File: config.mk
export PLATFORM = sky130hd
export DESIGN_NAME = sacc_top
export DESIGN_NICKNAME = d
export VERILOG_FILES = /design/src/sacc_top.v
export VERILOG_INCLUDE_DIRS = /design/src /design/src/shared
export SDC_FILE = /design/constraint.sdc
export NUM_CORES = 1
export LEC_CHECK = 0
export BUFFER_PORTS_ARGS = -buffer_cell sky130_fd_sc_hd__buf_2
export CAP_MARGIN = 10
export CORE_MARGIN = 2
export CORE_UTILIZATION = 55
export CTS_BUF_LIST = sky130_fd_sc_hd__clkbuf_2
export DETAILED_ROUTE_END_ITERATION = 12
export PLACE_DENSITY_LB_ADDON = 0.3
export SLEW_MARGIN = 10
export SYNTH_ARGS = -nofsm -noshare
export SYNTH_HDL_FRONTEND = slang
export SYNTH_SLANG_ARGS = --single-unit
File: constraint.sdc
create_clock -name clk_sys -period 2.8 [get_ports clk_sys]
set_clock_uncertainty 0.15 [all_clocks]
set_input_delay 0.28 -clock clk_sys [delete_from_list [all_inputs] [get_ports clk_sys]]
set_output_delay 0.28 -clock clk_sys [all_outputs]
set_load 0.02 [all_outputs]
File: src/shared/sacc_consts.vh
// Register offsets, field positions, reset values and timing counts of the converter control block
`ifndef SACC_CONSTS_VH
`define SACC_CONSTS_VH
`define SACC_CFG_ADDR 8'hBC
`define SACC_CTL_ADDR 8'hE8
`define SACC_IST_ADDR 8'hF0
`define SACC_IMK_ADDR 8'hF4
`define SACC_RES_ADDR 8'hF8
`define SACC_CFG_RST 8'h60
`define SACC_CTL_RST 8'h00
`define SACC_CFG_DIV_HI 7
`define SACC_CFG_DIV_LO 5
`define SACC_CFG_GAIN_HI 2
`define SACC_CFG_GAIN_LO 0
`define SACC_CTL_EN 7
`define SACC_CTL_TM 6
`define SACC_CTL_DONE 5
`define SACC_CTL_BUSY 4
`define SACC_CTL_SRC_HI 3
`define SACC_CTL_SRC_LO 2
`define SACC_CTL_WIN 1
`define SACC_CTL_LJ 0
`define SACC_SRC_SW 2'h0
`define SACC_SRC_T2 2'h3
`define SACC_TRACK_CLKS 5'h03
`define SACC_CONV_CLKS 5'h0C
`define SACC_RESP_OKAY 2'h0
`define SACC_RESP_SLVERR 2'h2
`endif

File: src/sacc_top.v
// Converter control and configuration logic with an AXI4-Lite register slave
// Overview of operation
// RULE1: Converter clock is system clock divided by 1,2,4,8,16 from the divide field.
// RULE2: Configuration bits 4 and 3 read zero and ignore writes.
// RULE3: Gain field maps 000..011 to gains 1..8 and 10x to 16.
// RULE4: Enable low holds converter in shutdown; high makes it accept requests.
// RULE5: Track mode 0 tracks continuously except during conversion.
// RULE6: Track mode 1 tracks three converter clocks after a trigger, then converts.
// RULE7: Completion flag sets when conversion ends and only software clears it.
// RULE8: Busy reads high during conversion; its fall sets completion and interrupts.
// RULE9: Writing busy 0 does nothing; 1 starts only with software start source.
// RULE10: Start source 00 is software write, 11 is timer 2 overflow.
// RULE11: Window flag sets on a matching result and stays until software clears it.
// RULE12: Justify bit selects right or left placement of the twelve-bit result.
// RULE13: Triggers during a running conversion are ignored.
//
// The AXI4-Lite interface to the registers was left to the implementer.
`timescale 1ns/1ns
`include "sacc_consts.vh"
module sacc_top #(
	parameter RES_W = 12,
	parameter CONV_CLKS = 12
) (
	clk_sys,
	sys_rst,
	s_axi_awaddr,
	s_axi_awvalid,
	s_axi_awready,
	s_axi_wdata,
	s_axi_wstrb,
	s_axi_wvalid,
	s_axi_wready,
	s_axi_bresp,
	s_axi_bvalid,
	s_axi_bready,
	s_axi_araddr,
	s_axi_arvalid,
	s_axi_arready,
	s_axi_rdata,
	s_axi_rresp,
	s_axi_rvalid,
	s_axi_rready,
	timer2_overflow,
	sar_result,
	window_match,
	conv_tick,
	track_active,
	convert_active,
	shutdown,
	pga_gain,
	irq
);
	input wire clk_sys;
	input wire sys_rst;
	input wire [7:0] s_axi_awaddr;
	input wire s_axi_awvalid;
	output wire s_axi_awready;
	input wire [31:0] s_axi_wdata;
	input wire [3:0] s_axi_wstrb;
	input wire s_axi_wvalid;
	output wire s_axi_wready;
	output reg [1:0] s_axi_bresp;
	output reg s_axi_bvalid;
	input wire s_axi_bready;
	input wire [7:0] s_axi_araddr;
	input wire s_axi_arvalid;
	output wire s_axi_arready;
	output reg [31:0] s_axi_rdata;
	output reg [1:0] s_axi_rresp;
	output reg s_axi_rvalid;
	input wire s_axi_rready;
	input wire timer2_overflow;
	input wire [11:0] sar_result;
	input wire window_match;
	output reg conv_tick;
	output reg track_active;
	output reg convert_active;
	output reg shutdown;
	output reg [4:0] pga_gain;
	output wire irq;

	localparam ST_IDLE = 3'b001;
	localparam ST_TRACK = 3'b010;
	localparam ST_CONV = 3'b100;

	reg [7:0] cfg_reg;
	reg [7:0] ctl_reg;
	reg [1:0] ist_reg;
	reg [1:0] imk_reg;
	reg [15:0] res_reg;
	reg [2:0] state_reg;
	reg [4:0] sar_cnt_reg;
	reg [3:0] div_cnt_reg;
	reg busy_reg;
	reg t2_s1_reg;
	reg t2_s2_reg;
	reg t2_s3_reg;
	reg win_s1_reg;
	reg win_s2_reg;
	reg [11:0] res_s1_reg;
	reg [11:0] res_s2_reg;
	reg aw_got_reg;
	reg w_got_reg;
	reg [7:0] aw_addr_reg;
	reg [31:0] w_data_reg;
	reg [3:0] w_strb_reg;
	reg [3:0] div_max;
	reg [7:0] wdat;
	wire wr_go;
	wire [7:0] wa;
	wire [31:0] wd;
	wire [3:0] ws;
	wire ctl_wr;
	wire sw_start;
	wire t2_edge;
	wire trig;
	wire done_pulse;
	wire set_win;

	// Timer and result come from another timing domain
	always @(posedge clk_sys) begin
		if (sys_rst) begin
			t2_s1_reg <= 1'b0;
			t2_s2_reg <= 1'b0;
			t2_s3_reg <= 1'b0;
			win_s1_reg <= 1'b0;
			win_s2_reg <= 1'b0;
			res_s1_reg <= 12'h000;
			res_s2_reg <= 12'h000;
		end else begin
			t2_s1_reg <= timer2_overflow;
			t2_s2_reg <= t2_s1_reg;
			t2_s3_reg <= t2_s2_reg;
			win_s1_reg <= window_match;
			win_s2_reg <= win_s1_reg;
			res_s1_reg <= sar_result;
			res_s2_reg <= res_s1_reg;
		end
	end
	assign t2_edge = t2_s2_reg & ~t2_s3_reg;

	// Write side: address and data are taken independently, in either order
	assign s_axi_awready = ~aw_got_reg & ~s_axi_bvalid;
	assign s_axi_wready = ~w_got_reg & ~s_axi_bvalid;
	assign wa = aw_got_reg ? aw_addr_reg : s_axi_awaddr;
	assign wd = w_got_reg ? w_data_reg : s_axi_wdata;
	assign ws = w_got_reg ? w_strb_reg : s_axi_wstrb;
	assign wr_go = (aw_got_reg | (s_axi_awvalid & s_axi_awready)) & (w_got_reg | (s_axi_wvalid & s_axi_wready));
	always @* begin
		wdat = wd[7:0];
	end

	always @(posedge clk_sys) begin
		if (sys_rst) begin
			aw_got_reg <= 1'b0;
			w_got_reg <= 1'b0;
			aw_addr_reg <= 8'h00;
			w_data_reg <= 32'h00000000;
			w_strb_reg <= 4'h0;
			s_axi_bvalid <= 1'b0;
			s_axi_bresp <= `SACC_RESP_OKAY;
		end else begin
			if (s_axi_bvalid & s_axi_bready)
				s_axi_bvalid <= 1'b0;
			if (wr_go) begin
				aw_got_reg <= 1'b0;
				w_got_reg <= 1'b0;
				s_axi_bvalid <= 1'b1;
				case ({wa[7:2], 2'b00})
				`SACC_CFG_ADDR, `SACC_CTL_ADDR, `SACC_IST_ADDR, `SACC_IMK_ADDR, `SACC_RES_ADDR: begin
					s_axi_bresp <= `SACC_RESP_OKAY;
				end
				default: begin
					s_axi_bresp <= `SACC_RESP_SLVERR;
				end
				endcase
			end else begin
				if (s_axi_awvalid & s_axi_awready) begin
					aw_got_reg <= 1'b1;
					aw_addr_reg <= s_axi_awaddr;
				end
				if (s_axi_wvalid & s_axi_wready) begin
					w_got_reg <= 1'b1;
					w_data_reg <= s_axi_wdata;
					w_strb_reg <= s_axi_wstrb;
				end
			end
		end
	end

	assign ctl_wr = wr_go & ws[0] & ({wa[7:2], 2'b00} == `SACC_CTL_ADDR);
	assign sw_start = ctl_wr & wdat[`SACC_CTL_BUSY] & wdat[`SACC_CTL_EN]
		& (wdat[`SACC_CTL_SRC_HI:`SACC_CTL_SRC_LO] == `SACC_SRC_SW); // RULE9
	assign trig = (sw_start | (t2_edge & (ctl_reg[`SACC_CTL_SRC_HI:`SACC_CTL_SRC_LO] == `SACC_SRC_T2)))
		& ctl_reg[`SACC_CTL_EN] & (state_reg == ST_IDLE); // RULE10 RULE13 RULE4

	// Converter clock divider
	always @* begin
		case (cfg_reg[`SACC_CFG_DIV_HI:`SACC_CFG_DIV_LO])
		3'h0: div_max = 4'h0;
		3'h1: div_max = 4'h1;
		3'h2: div_max = 4'h3;
		3'h3: div_max = 4'h7;
		default: div_max = 4'hF;
		endcase
	end
	always @(posedge clk_sys) begin
		if (sys_rst) begin
			div_cnt_reg <= 4'h0;
			conv_tick <= 1'b0;
		end else if (div_cnt_reg >= div_max) begin
			div_cnt_reg <= 4'h0;
			conv_tick <= 1'b1; // RULE1
		end else begin
			div_cnt_reg <= div_cnt_reg + 4'h1;
			conv_tick <= 1'b0;
		end
	end

	// Conversion sequencer; counts converter clocks
	always @(posedge clk_sys) begin
		if (sys_rst | ~ctl_reg[`SACC_CTL_EN]) begin
			state_reg <= ST_IDLE;
			sar_cnt_reg <= 5'h00;
		end else begin
			case (state_reg)
			ST_IDLE: begin
				if (trig & ctl_reg[`SACC_CTL_TM]) begin
					state_reg <= ST_TRACK; // RULE6
					sar_cnt_reg <= `SACC_TRACK_CLKS;
				end else if (trig) begin
					state_reg <= ST_CONV;
					sar_cnt_reg <= CONV_CLKS[4:0];
				end
			end
			ST_TRACK: begin
				if (conv_tick) begin
					if (sar_cnt_reg == 5'h01) begin
						state_reg <= ST_CONV; // RULE6
						sar_cnt_reg <= CONV_CLKS[4:0];
					end else
						sar_cnt_reg <= sar_cnt_reg - 5'h01;
				end
			end
			ST_CONV: begin
				if (conv_tick) begin
					if (sar_cnt_reg == 5'h01)
						state_reg <= ST_IDLE;
					else
						sar_cnt_reg <= sar_cnt_reg - 5'h01;
				end
			end
			default: begin
				state_reg <= ST_IDLE;
			end
			endcase
		end
	end

	// Busy covers tracking triggered by a start as well as the conversion
	always @(posedge clk_sys) begin
		if (sys_rst) begin
			busy_reg <= 1'b0;
			shutdown <= 1'b1;
			track_active <= 1'b0;
			convert_active <= 1'b0;
			pga_gain <= 5'h01;
		end else begin
			busy_reg <= (state_reg != ST_IDLE); // RULE8
			shutdown <= ~ctl_reg[`SACC_CTL_EN]; // RULE4
			// Gated by enable so it falls together with the rise of shutdown
			convert_active <= ctl_reg[`SACC_CTL_EN] & (state_reg == ST_CONV); // RULE4
			track_active <= ctl_reg[`SACC_CTL_EN] & ((state_reg == ST_TRACK)
				| (~ctl_reg[`SACC_CTL_TM] & (state_reg == ST_IDLE))); // RULE5
			case (cfg_reg[`SACC_CFG_GAIN_HI:`SACC_CFG_GAIN_LO]) // RULE3
			3'h0: pga_gain <= 5'h01;
			3'h1: pga_gain <= 5'h02;
			3'h2: pga_gain <= 5'h04;
			3'h3: pga_gain <= 5'h08;
			3'h4, 3'h5: pga_gain <= 5'h10;
			default: pga_gain <= 5'h01;
			endcase
		end
	end
	assign done_pulse = busy_reg & (state_reg == ST_IDLE) & ctl_reg[`SACC_CTL_EN]; // RULE8
	assign set_win = done_pulse & win_s2_reg; // RULE11

	// Registers; hardware set beats a software clear in the same cycle
	always @(posedge clk_sys) begin
		if (sys_rst) begin
			cfg_reg <= `SACC_CFG_RST;
			ctl_reg <= `SACC_CTL_RST;
			ist_reg <= 2'b00;
			imk_reg <= 2'b00;
			res_reg <= 16'h0000;
		end else begin
			if (wr_go & ws[0] & ({wa[7:2], 2'b00} == `SACC_CFG_ADDR))
				cfg_reg <= {wdat[7:5], 2'b00, wdat[2:0]}; // RULE2 RULE1
			if (ctl_wr) begin
				ctl_reg[`SACC_CTL_EN] <= wdat[`SACC_CTL_EN];
				ctl_reg[`SACC_CTL_TM] <= wdat[`SACC_CTL_TM];
				ctl_reg[`SACC_CTL_SRC_HI:`SACC_CTL_SRC_LO] <= wdat[`SACC_CTL_SRC_HI:`SACC_CTL_SRC_LO];
				ctl_reg[`SACC_CTL_LJ] <= wdat[`SACC_CTL_LJ];
				ctl_reg[`SACC_CTL_DONE] <= wdat[`SACC_CTL_DONE] | done_pulse; // RULE7
				ctl_reg[`SACC_CTL_WIN] <= wdat[`SACC_CTL_WIN] | set_win; // RULE11
			end else begin
				if (done_pulse)
					ctl_reg[`SACC_CTL_DONE] <= 1'b1; // RULE7
				if (set_win)
					ctl_reg[`SACC_CTL_WIN] <= 1'b1;
			end
			ctl_reg[`SACC_CTL_BUSY] <= 1'b0;
			if (wr_go & ws[0] & ({wa[7:2], 2'b00} == `SACC_IST_ADDR))
				ist_reg <= (ist_reg & ~wdat[1:0]) | {set_win, done_pulse};
			else
				ist_reg <= ist_reg | {set_win, done_pulse};
			if (wr_go & ws[0] & ({wa[7:2], 2'b00} == `SACC_IMK_ADDR))
				imk_reg <= wdat[1:0];
			if (done_pulse) begin
				if (ctl_reg[`SACC_CTL_LJ])
					res_reg <= {res_s2_reg, 4'h0}; // RULE12
				else
					res_reg <= {4'h0, res_s2_reg}; // RULE12
			end
		end
	end
	assign irq = |(ist_reg & imk_reg); // RULE8

	// Read side: one read at a time, answered one cycle after the address is taken
	assign s_axi_arready = ~s_axi_rvalid;
	always @(posedge clk_sys) begin
		if (sys_rst) begin
			s_axi_rvalid <= 1'b0;
			s_axi_rdata <= 32'h00000000;
			s_axi_rresp <= `SACC_RESP_OKAY;
		end else if (s_axi_rvalid) begin
			if (s_axi_rready)
				s_axi_rvalid <= 1'b0;
		end else if (s_axi_arvalid) begin
			s_axi_rvalid <= 1'b1;
			s_axi_rresp <= `SACC_RESP_OKAY;
			case ({s_axi_araddr[7:2], 2'b00})
			`SACC_CFG_ADDR: s_axi_rdata <= {24'h000000, cfg_reg};
			`SACC_CTL_ADDR: s_axi_rdata <= {24'h000000, ctl_reg[7:5], busy_reg, ctl_reg[3:0]}; // RULE8
			`SACC_IST_ADDR: s_axi_rdata <= {30'h00000000, ist_reg};
			`SACC_IMK_ADDR: s_axi_rdata <= {30'h00000000, imk_reg};
			`SACC_RES_ADDR: s_axi_rdata <= {16'h0000, res_reg};
			default: begin
				s_axi_rdata <= 32'h00000000;
				s_axi_rresp <= `SACC_RESP_SLVERR;
			end
			endcase
		end
	end
endmodule

* Word level (Yosys, flattened, before mapping)
Index checks and enable logic that the tools add are counted.
** Cells by class
- Multipliers :: 0
- Shifts and indexed selects :: 0
- Reduce and logical (&&, ||, !) cells :: 17
- Muxes and demuxes :: 34
- Eq/ne operators :: 30
- Add/sub/neg operators :: 2
- Bitwise logic cells :: 45
- $lt $le $gt $ge :: 1
- Divide/modulo/power cells :: 0
** Operators by type and width (number)
- $pmux 16 s5 :: 1
- $eq 6x6->1 const B :: 10
- $mux 5 :: 6
- $and 1x1->1 :: 25
- $pmux 5 s4 :: 1
- $mux 3 :: 6
- $mux 16 :: 1
- $mux 8 :: 2
- $pmux 4 s4 :: 1
- $eq 3x2->1 const B :: 5
- $pmux 5 s3 :: 1
- $mux 1 :: 11
- $ne 2x2->1 const B :: 5
- $reduce_and 5->1 :: 2
- $reduce_or 5->1 :: 2
- $eq 3x1->1 const B :: 3
- $eq 3x3->1 const B :: 3
- $pmux 3 s3 :: 1
- $not 1->1 :: 8
- $reduce_or 2->1 :: 4
- $or 1x1->1 :: 7
- $mux 2 :: 3
- $reduce_and 2->1 :: 3
- $reduce_bool 2->1 :: 3
- 13 further kinds :: 15
** Word-level totals
- Bits in writable memories :: 0
- Input port bits :: 73
- Bits in latches :: 0
- ROM bits :: 0
- Output and inout port bits :: 51
- Memories kept :: 0
- Logic and storage cells :: 162
- Register bits :: 141

* Depth between registers and ports, before layout
- Word-level depth :: 16
- Depth in mapped cells :: 8
- Gate-level depth less buffers :: 8

* Worst setup path after synthesis
Ideal clock, no wire load.
- Path kind :: register to register
- From :: reg s_axi_bvalid
- To :: reg sar_cnt_reg[4]
- Data required time :: 2534 ps
- Buffers on the path :: 0
- Cell stages (with the launch flop) :: 7
- Arrival :: 1936 ps
- Path slack :: 598 ps
- Setup time :: 116 ps
- Period minus slack after synthesis :: 2202 ps
- Cells stage by stage :: dfxtp_1 nand2b_1 a222oi_1 nand4_1 a31oi_2 o21ai_0 a31o_2
** On the way
- Cells in the longest elaborated chain, start to end :: 16
- Elaborated cells between the ends (all ways) :: 21
- Those cells by class :: eq/ne (1); mux (2); bitwise (17); reduce/logical (1)
** Ends and longest elaborated chain
- from (decl) :: RTL line sacc_top.v:63 : output reg s_axi_bvalid;
- from (signal assigned) :: RTL line sacc_top.v:160 : s_axi_bvalid <= 1'b0;
- from (signal assigned) :: RTL line sacc_top.v:164 : s_axi_bvalid <= 1'b0;
- from (signal assigned) :: RTL line sacc_top.v:168 : s_axi_bvalid <= 1'b1;
- $not 1->1 (*) :: RTL line sacc_top.v:143, sacc_top.v:144
- $and 1x1->1 (on tied branches) :: RTL line sacc_top.v:143, sacc_top.v:144
- $and 1x1->1 :: RTL line sacc_top.v:148 : assign wr_go = (aw_got_reg | (s_axi_awvalid & s_axi_awready)) & (w_got_reg | (s_axi_wvalid & s_axi_wready));
- $or 1x1->1 :: RTL line sacc_top.v:148
- $and 1x1->1 (*) :: RTL line sacc_top.v:148
- $and 1x1->1 (*) (2 in series) :: RTL line sacc_top.v:191 : assign ctl_wr = wr_go & ws[0] & ({wa[7:2], 2'b00} == `SACC_CTL_ADDR);
- $and 1x1->1 (*) (3 in series) :: RTL line sacc_top.v:192 : assign sw_start = ctl_wr & wdat[`SACC_CTL_BUSY] & wdat[`SACC_CTL_EN]
- $or 1x1->1 (*) :: RTL line sacc_top.v:194 : assign trig = (sw_start | (t2_edge & (ctl_reg[`SACC_CTL_SRC_HI:`SACC_CTL_SRC_LO] == `SACC_SRC_T2)))
- $and 1x1->1 (*) (2 in series) :: RTL line sacc_top.v:194
- $and 1x1->1 :: RTL line sacc_top.v:228 : if (trig & ctl_reg[`SACC_CTL_TM]) begin
- $ne 3x3->1 (no line) or $mux 5 (tied branches)
- $reduce_and 5->1 (no line) or $pmux 5 s3 (tied branches)
- to (signal assigned) :: RTL line sacc_top.v:230 : sar_cnt_reg <= `SACC_TRACK_CLKS;
- to (signal assigned) :: RTL line sacc_top.v:233 : sar_cnt_reg <= CONV_CLKS[4:0];
- to (signal assigned) :: RTL line sacc_top.v:240 : sar_cnt_reg <= CONV_CLKS[4:0];
- to (decl) :: RTL line sacc_top.v:92 : reg [4:0] sar_cnt_reg;
Every way passes the cells marked *; elsewhere a longest branch is shown, timed or not.
A chain may end at the register's enable or synchronous reset.

* Worst setup path in the final report
- From :: reg w_got_reg
- To :: reg w_data_reg[0]
** On the way
- Cells in the longest elaborated chain, start to end :: 7
** Ends and longest elaborated chain
- from (decl) :: RTL line sacc_top.v:103 : reg w_got_reg;
- from (signal assigned) :: RTL line sacc_top.v:156 : w_got_reg <= 1'b0;
- from (signal assigned) :: RTL line sacc_top.v:167 : w_got_reg <= 1'b0;
- from (signal assigned) :: RTL line sacc_top.v:183 : w_got_reg <= 1'b1;
- $not 1->1 :: RTL line sacc_top.v:144 : assign s_axi_wready = ~w_got_reg & ~s_axi_bvalid;
- $and 1x1->1 :: RTL line sacc_top.v:144
- $and 1x1->1 :: RTL line sacc_top.v:148, sacc_top.v:182
- $or 1x1->1 :: RTL line sacc_top.v:148
- $and 1x1->1 :: RTL line sacc_top.v:148
- $not 1->1 (no line)
- $reduce_and 2->1 (no line) (*)
- to (signal assigned) :: RTL line sacc_top.v:184 : w_data_reg <= s_axi_wdata;
- to (decl) :: RTL line sacc_top.v:105 : reg [31:0] w_data_reg;
Marked as above.

==> results.json <==
{
  "worstPathMaxFanout": 11,
  "synth_ff_type": "dfxtp_1",
  "grt_pass1_vias": 4137,
  "ios": 124,
  "slew_violations": 0,
  "grt.busiest_layer": "met2",
  "total_leakage_power_nw": 2.74,
  "path_buf_inv": 2,
  "hold_violations": 0,
  "ys_warn_count": 0,
  "drt-total-wl_mm": 11.3,
  "first_pass_iters": 5,
  "nets": 739,
  "chipWidth_um": 99.3,
  "cts_inserted_buffers": 17,
  "vias": 4192,
  "clk_path_buf_depth": 2,
  "fp-row-count": 34,
  "clk_pin_slew_ns": 0.21,
  "clkSinkCount": 121,
  "slowest_stage": "dlygate4sd3_1",
  "grt_antenna_before_repair": 0,
  "ir_drop_mv": 0.297,
  "setup_tns_ns": 0,
  "drive_above_1_share": 0.199,
  "p_int_mw": 2.49,
  "insertion_delay_ns": 0.66,
  "ys_async_sr_fraction": 0,
  "fin_area_um2": 6220,
  "p_seq_frac": 0.520,
  "die-area_um2": 9860,
  "switching_share": 0.283,
  "critPathTopFamily": "simple AND/OR/NAND/NOR gates",
  "syn_inst": 532,
  "maxCapViolCount": 0,
  "drc": 0,
  "htree_levels": 4,
  "clockPowerShare": 0.372,
  "synthToLayoutAreaGrowth_pct": 24.5,
  "power_density_nw_per_um2": 559,
  "hp-class": "in2reg",
  "start_util": 0.570,
  "cts_root_buf": "clkbuf_2",
  "via_per_inst": 5.37,
  "slowest_delay_ns": 0.57,
  "rsz0062_at_grt": "no",
  "cp_cell_sequence": "buf_4 -> nor3_1 -> nand3b_1 -> mux2i_1 -> nor2_1 -> dlygate4sd3_1",
  "status": "finished, final reports clean",
  "ys_seq_area_frac": 0.485,
  "arrival_ns": 2.93,
  "period_minus_slack_ns": 2.51,
  "fin_crit_sh": 0.896,
  "synth_area_leader_cell": "dfxtp_1",
  "place_congestion": 0.830,
  "use_met1": 0.276,
  "cts_tree": "yes",
  "critical_path_class": "reg2reg",
  "synth_cell_type_count": 47,
  "synth-edff-count": 0,
  "routedWlPerCell_um": 14.5,
  "ant_nets": 0,
  "grt_max_degree": 71,
  "power.switching_mw": 0.982,
  "post-cts-setup-buffers": 0,
  "drtIter0Drc": 200,
  "setup_viol": 0,
  "core_area_um2": 8760,
  "dpl.hpwl_mm": 7.33,
  "grt_pass1_wl_mm": 18.8,
  "cp-start-kind": "flip-flop",
  "insertedDiodeCount": 0,
  "place_area_um2": 5380,
  "worst_pin_slew_ns": 0.804,
  "port_buffers": 74,
  "clock.fmax_mhz": 399,
  "synthTopCellsByArea": "dfxtp_1 48%, mux2i_1 6.4%, nor2_1 5.0%",
  "critical_path.endpoint_type": "flip-flop",
  "ys_seq_elements": 121,
  "required_ns": 3.22,
  "met3_usage": 0.0555,
  "synth_area_um2": 4990,
  "maxSlewHeadroom": 0.460,
  "grt_usage": 0.236,
  "syn_avg_cell_area_um2": 9.39,
  "pwr-share-comb": 0.108,
  "grt-ovfl-total": 0,
  "grtUsageMet2": 0.419,
  "die_y_um": 99.3,
  "hold_slack_ns": 0.0692,
  "fin_util": 0.709,
  "synth_top_area_share": 0.485
}
logic make-up (layout without fill, tap and decap cells):
kind of cell / Yosys count / after routing / synth area share
compound gates: 93 / 93 / 0.126
xor+xnor: 4 / 4 / 0.00702
fa+ha+maj: 7 / 7 / 0.0175
buf+inv: 59 / 182 / 0.0579
flops: 121 / 121 / 0.485
mux: 49 / 49 / 0.102
other cells: 1 / 18 / 0.000751
simple gates: 198 / 198 / 0.203
routing by layer:
metal	share of wire	vias up
li1	-	2086
met1	0.42	1975
met2	0.52	108
met3	0.046	23
met4	0.022	0
met5	0	-
per-stage QoR:
stage	setup WS (ns)	std cells	power (mW)
after floorplan	0.598	549	2.07
after global placement	0.388	693	2.13
after detailed placement	0.323	693	2.15
after CTS	0.282	780	3.49
after global routing	0.109	780	3.62
final	0.292	780	3.48
path summary, 6_finish.rpt:
path,from,to,slack (ns),depth (start not counted)
max reg2reg,w_got_reg$_SDFFE_PP0P_,w_data_reg[0]$_SDFFE_PP0P_,0.29,6
min,s_axi_araddr[6],s_axi_rresp[1]$_SDFFE_PP0P_,0.07,4
min reg2reg,res_s1_reg[0]$_SDFF_PP0_,res_s2_reg[0]$_SDFF_PP0_,0.31,1
max,w_got_reg$_SDFFE_PP0P_,w_data_reg[0]$_SDFFE_PP0P_,0.29,6
power groups by stage:
stage	clock, mW	combinational [mW]	sequential, mW
2_1_floorplan	0	0.218	1.85
3_3_place_gp	0	0.296	1.84
5_1_grt	1.40	0.411	1.82
3_5_place_dp	0	0.304	1.84
4_1_cts	1.31	0.370	1.81
6_report	1.29	0.375	1.81
timing repair:
item	in CTS	in global routing
hold buffers	55	0
gates resized for setup	0	0
endpoints found under the hold margin	63	0
cell usage after synthesis (all sizes together) (5+ instances only):
cell type / count
dfxtp: 121
nor2: 67
nor2b: 36
a21oi: 33
mux2i: 32
nand2: 26
clkbuf: 24
buf: 20
mux2: 17
a211oi: 15
inv: 15
nor3: 15
nand3: 14
a22oi: 9
o21ai: 9
ha: 7
nand3b: 7
a221oi: 6
a21o: 5
and2: 5
and3: 5
nand2b: 5
final cells by class:
class | count | area, µm²
inverter | 15 | 56.3
clock buffer | 17 | 85.1
fill | 664 | 2550
clock inverter | 15 | 203
sequential | 121 | 2420
tap | 108 | 135
multi-input combinational | 369 | 2350
timing repair buffer | 135 | 968
cell usage in the layout, fill, tap and decap left out, drive strengths merged, types with 14 or more instances in the layout:
cell | netlist | layout
mux2i | 32 | 32
nor3 | 15 | 15
mux2 | 17 | 17
a211oi | 15 | 15
dfxtp | 121 | 121
dlygate4sd3 | 0 | 55
nor2b | 36 | 36
conb | 1 | 18
nand2 | 26 | 26
nor2 | 67 | 67
clkbuf | 24 | 17
a21oi | 33 | 33
inv | 15 | 25
nand3 | 14 | 14
buf | 20 | 80
worst reg2reg max path, delay by kind of cell (launching register included):
family | cells | cell delay [ns]
buffers and inverters | 2 | 0.76
muxes | 1 | 0.37
DFF | 1 | 0.36
and+or+nand+nor | 3 | 0.80
Power figures use the tool's default switching activity.
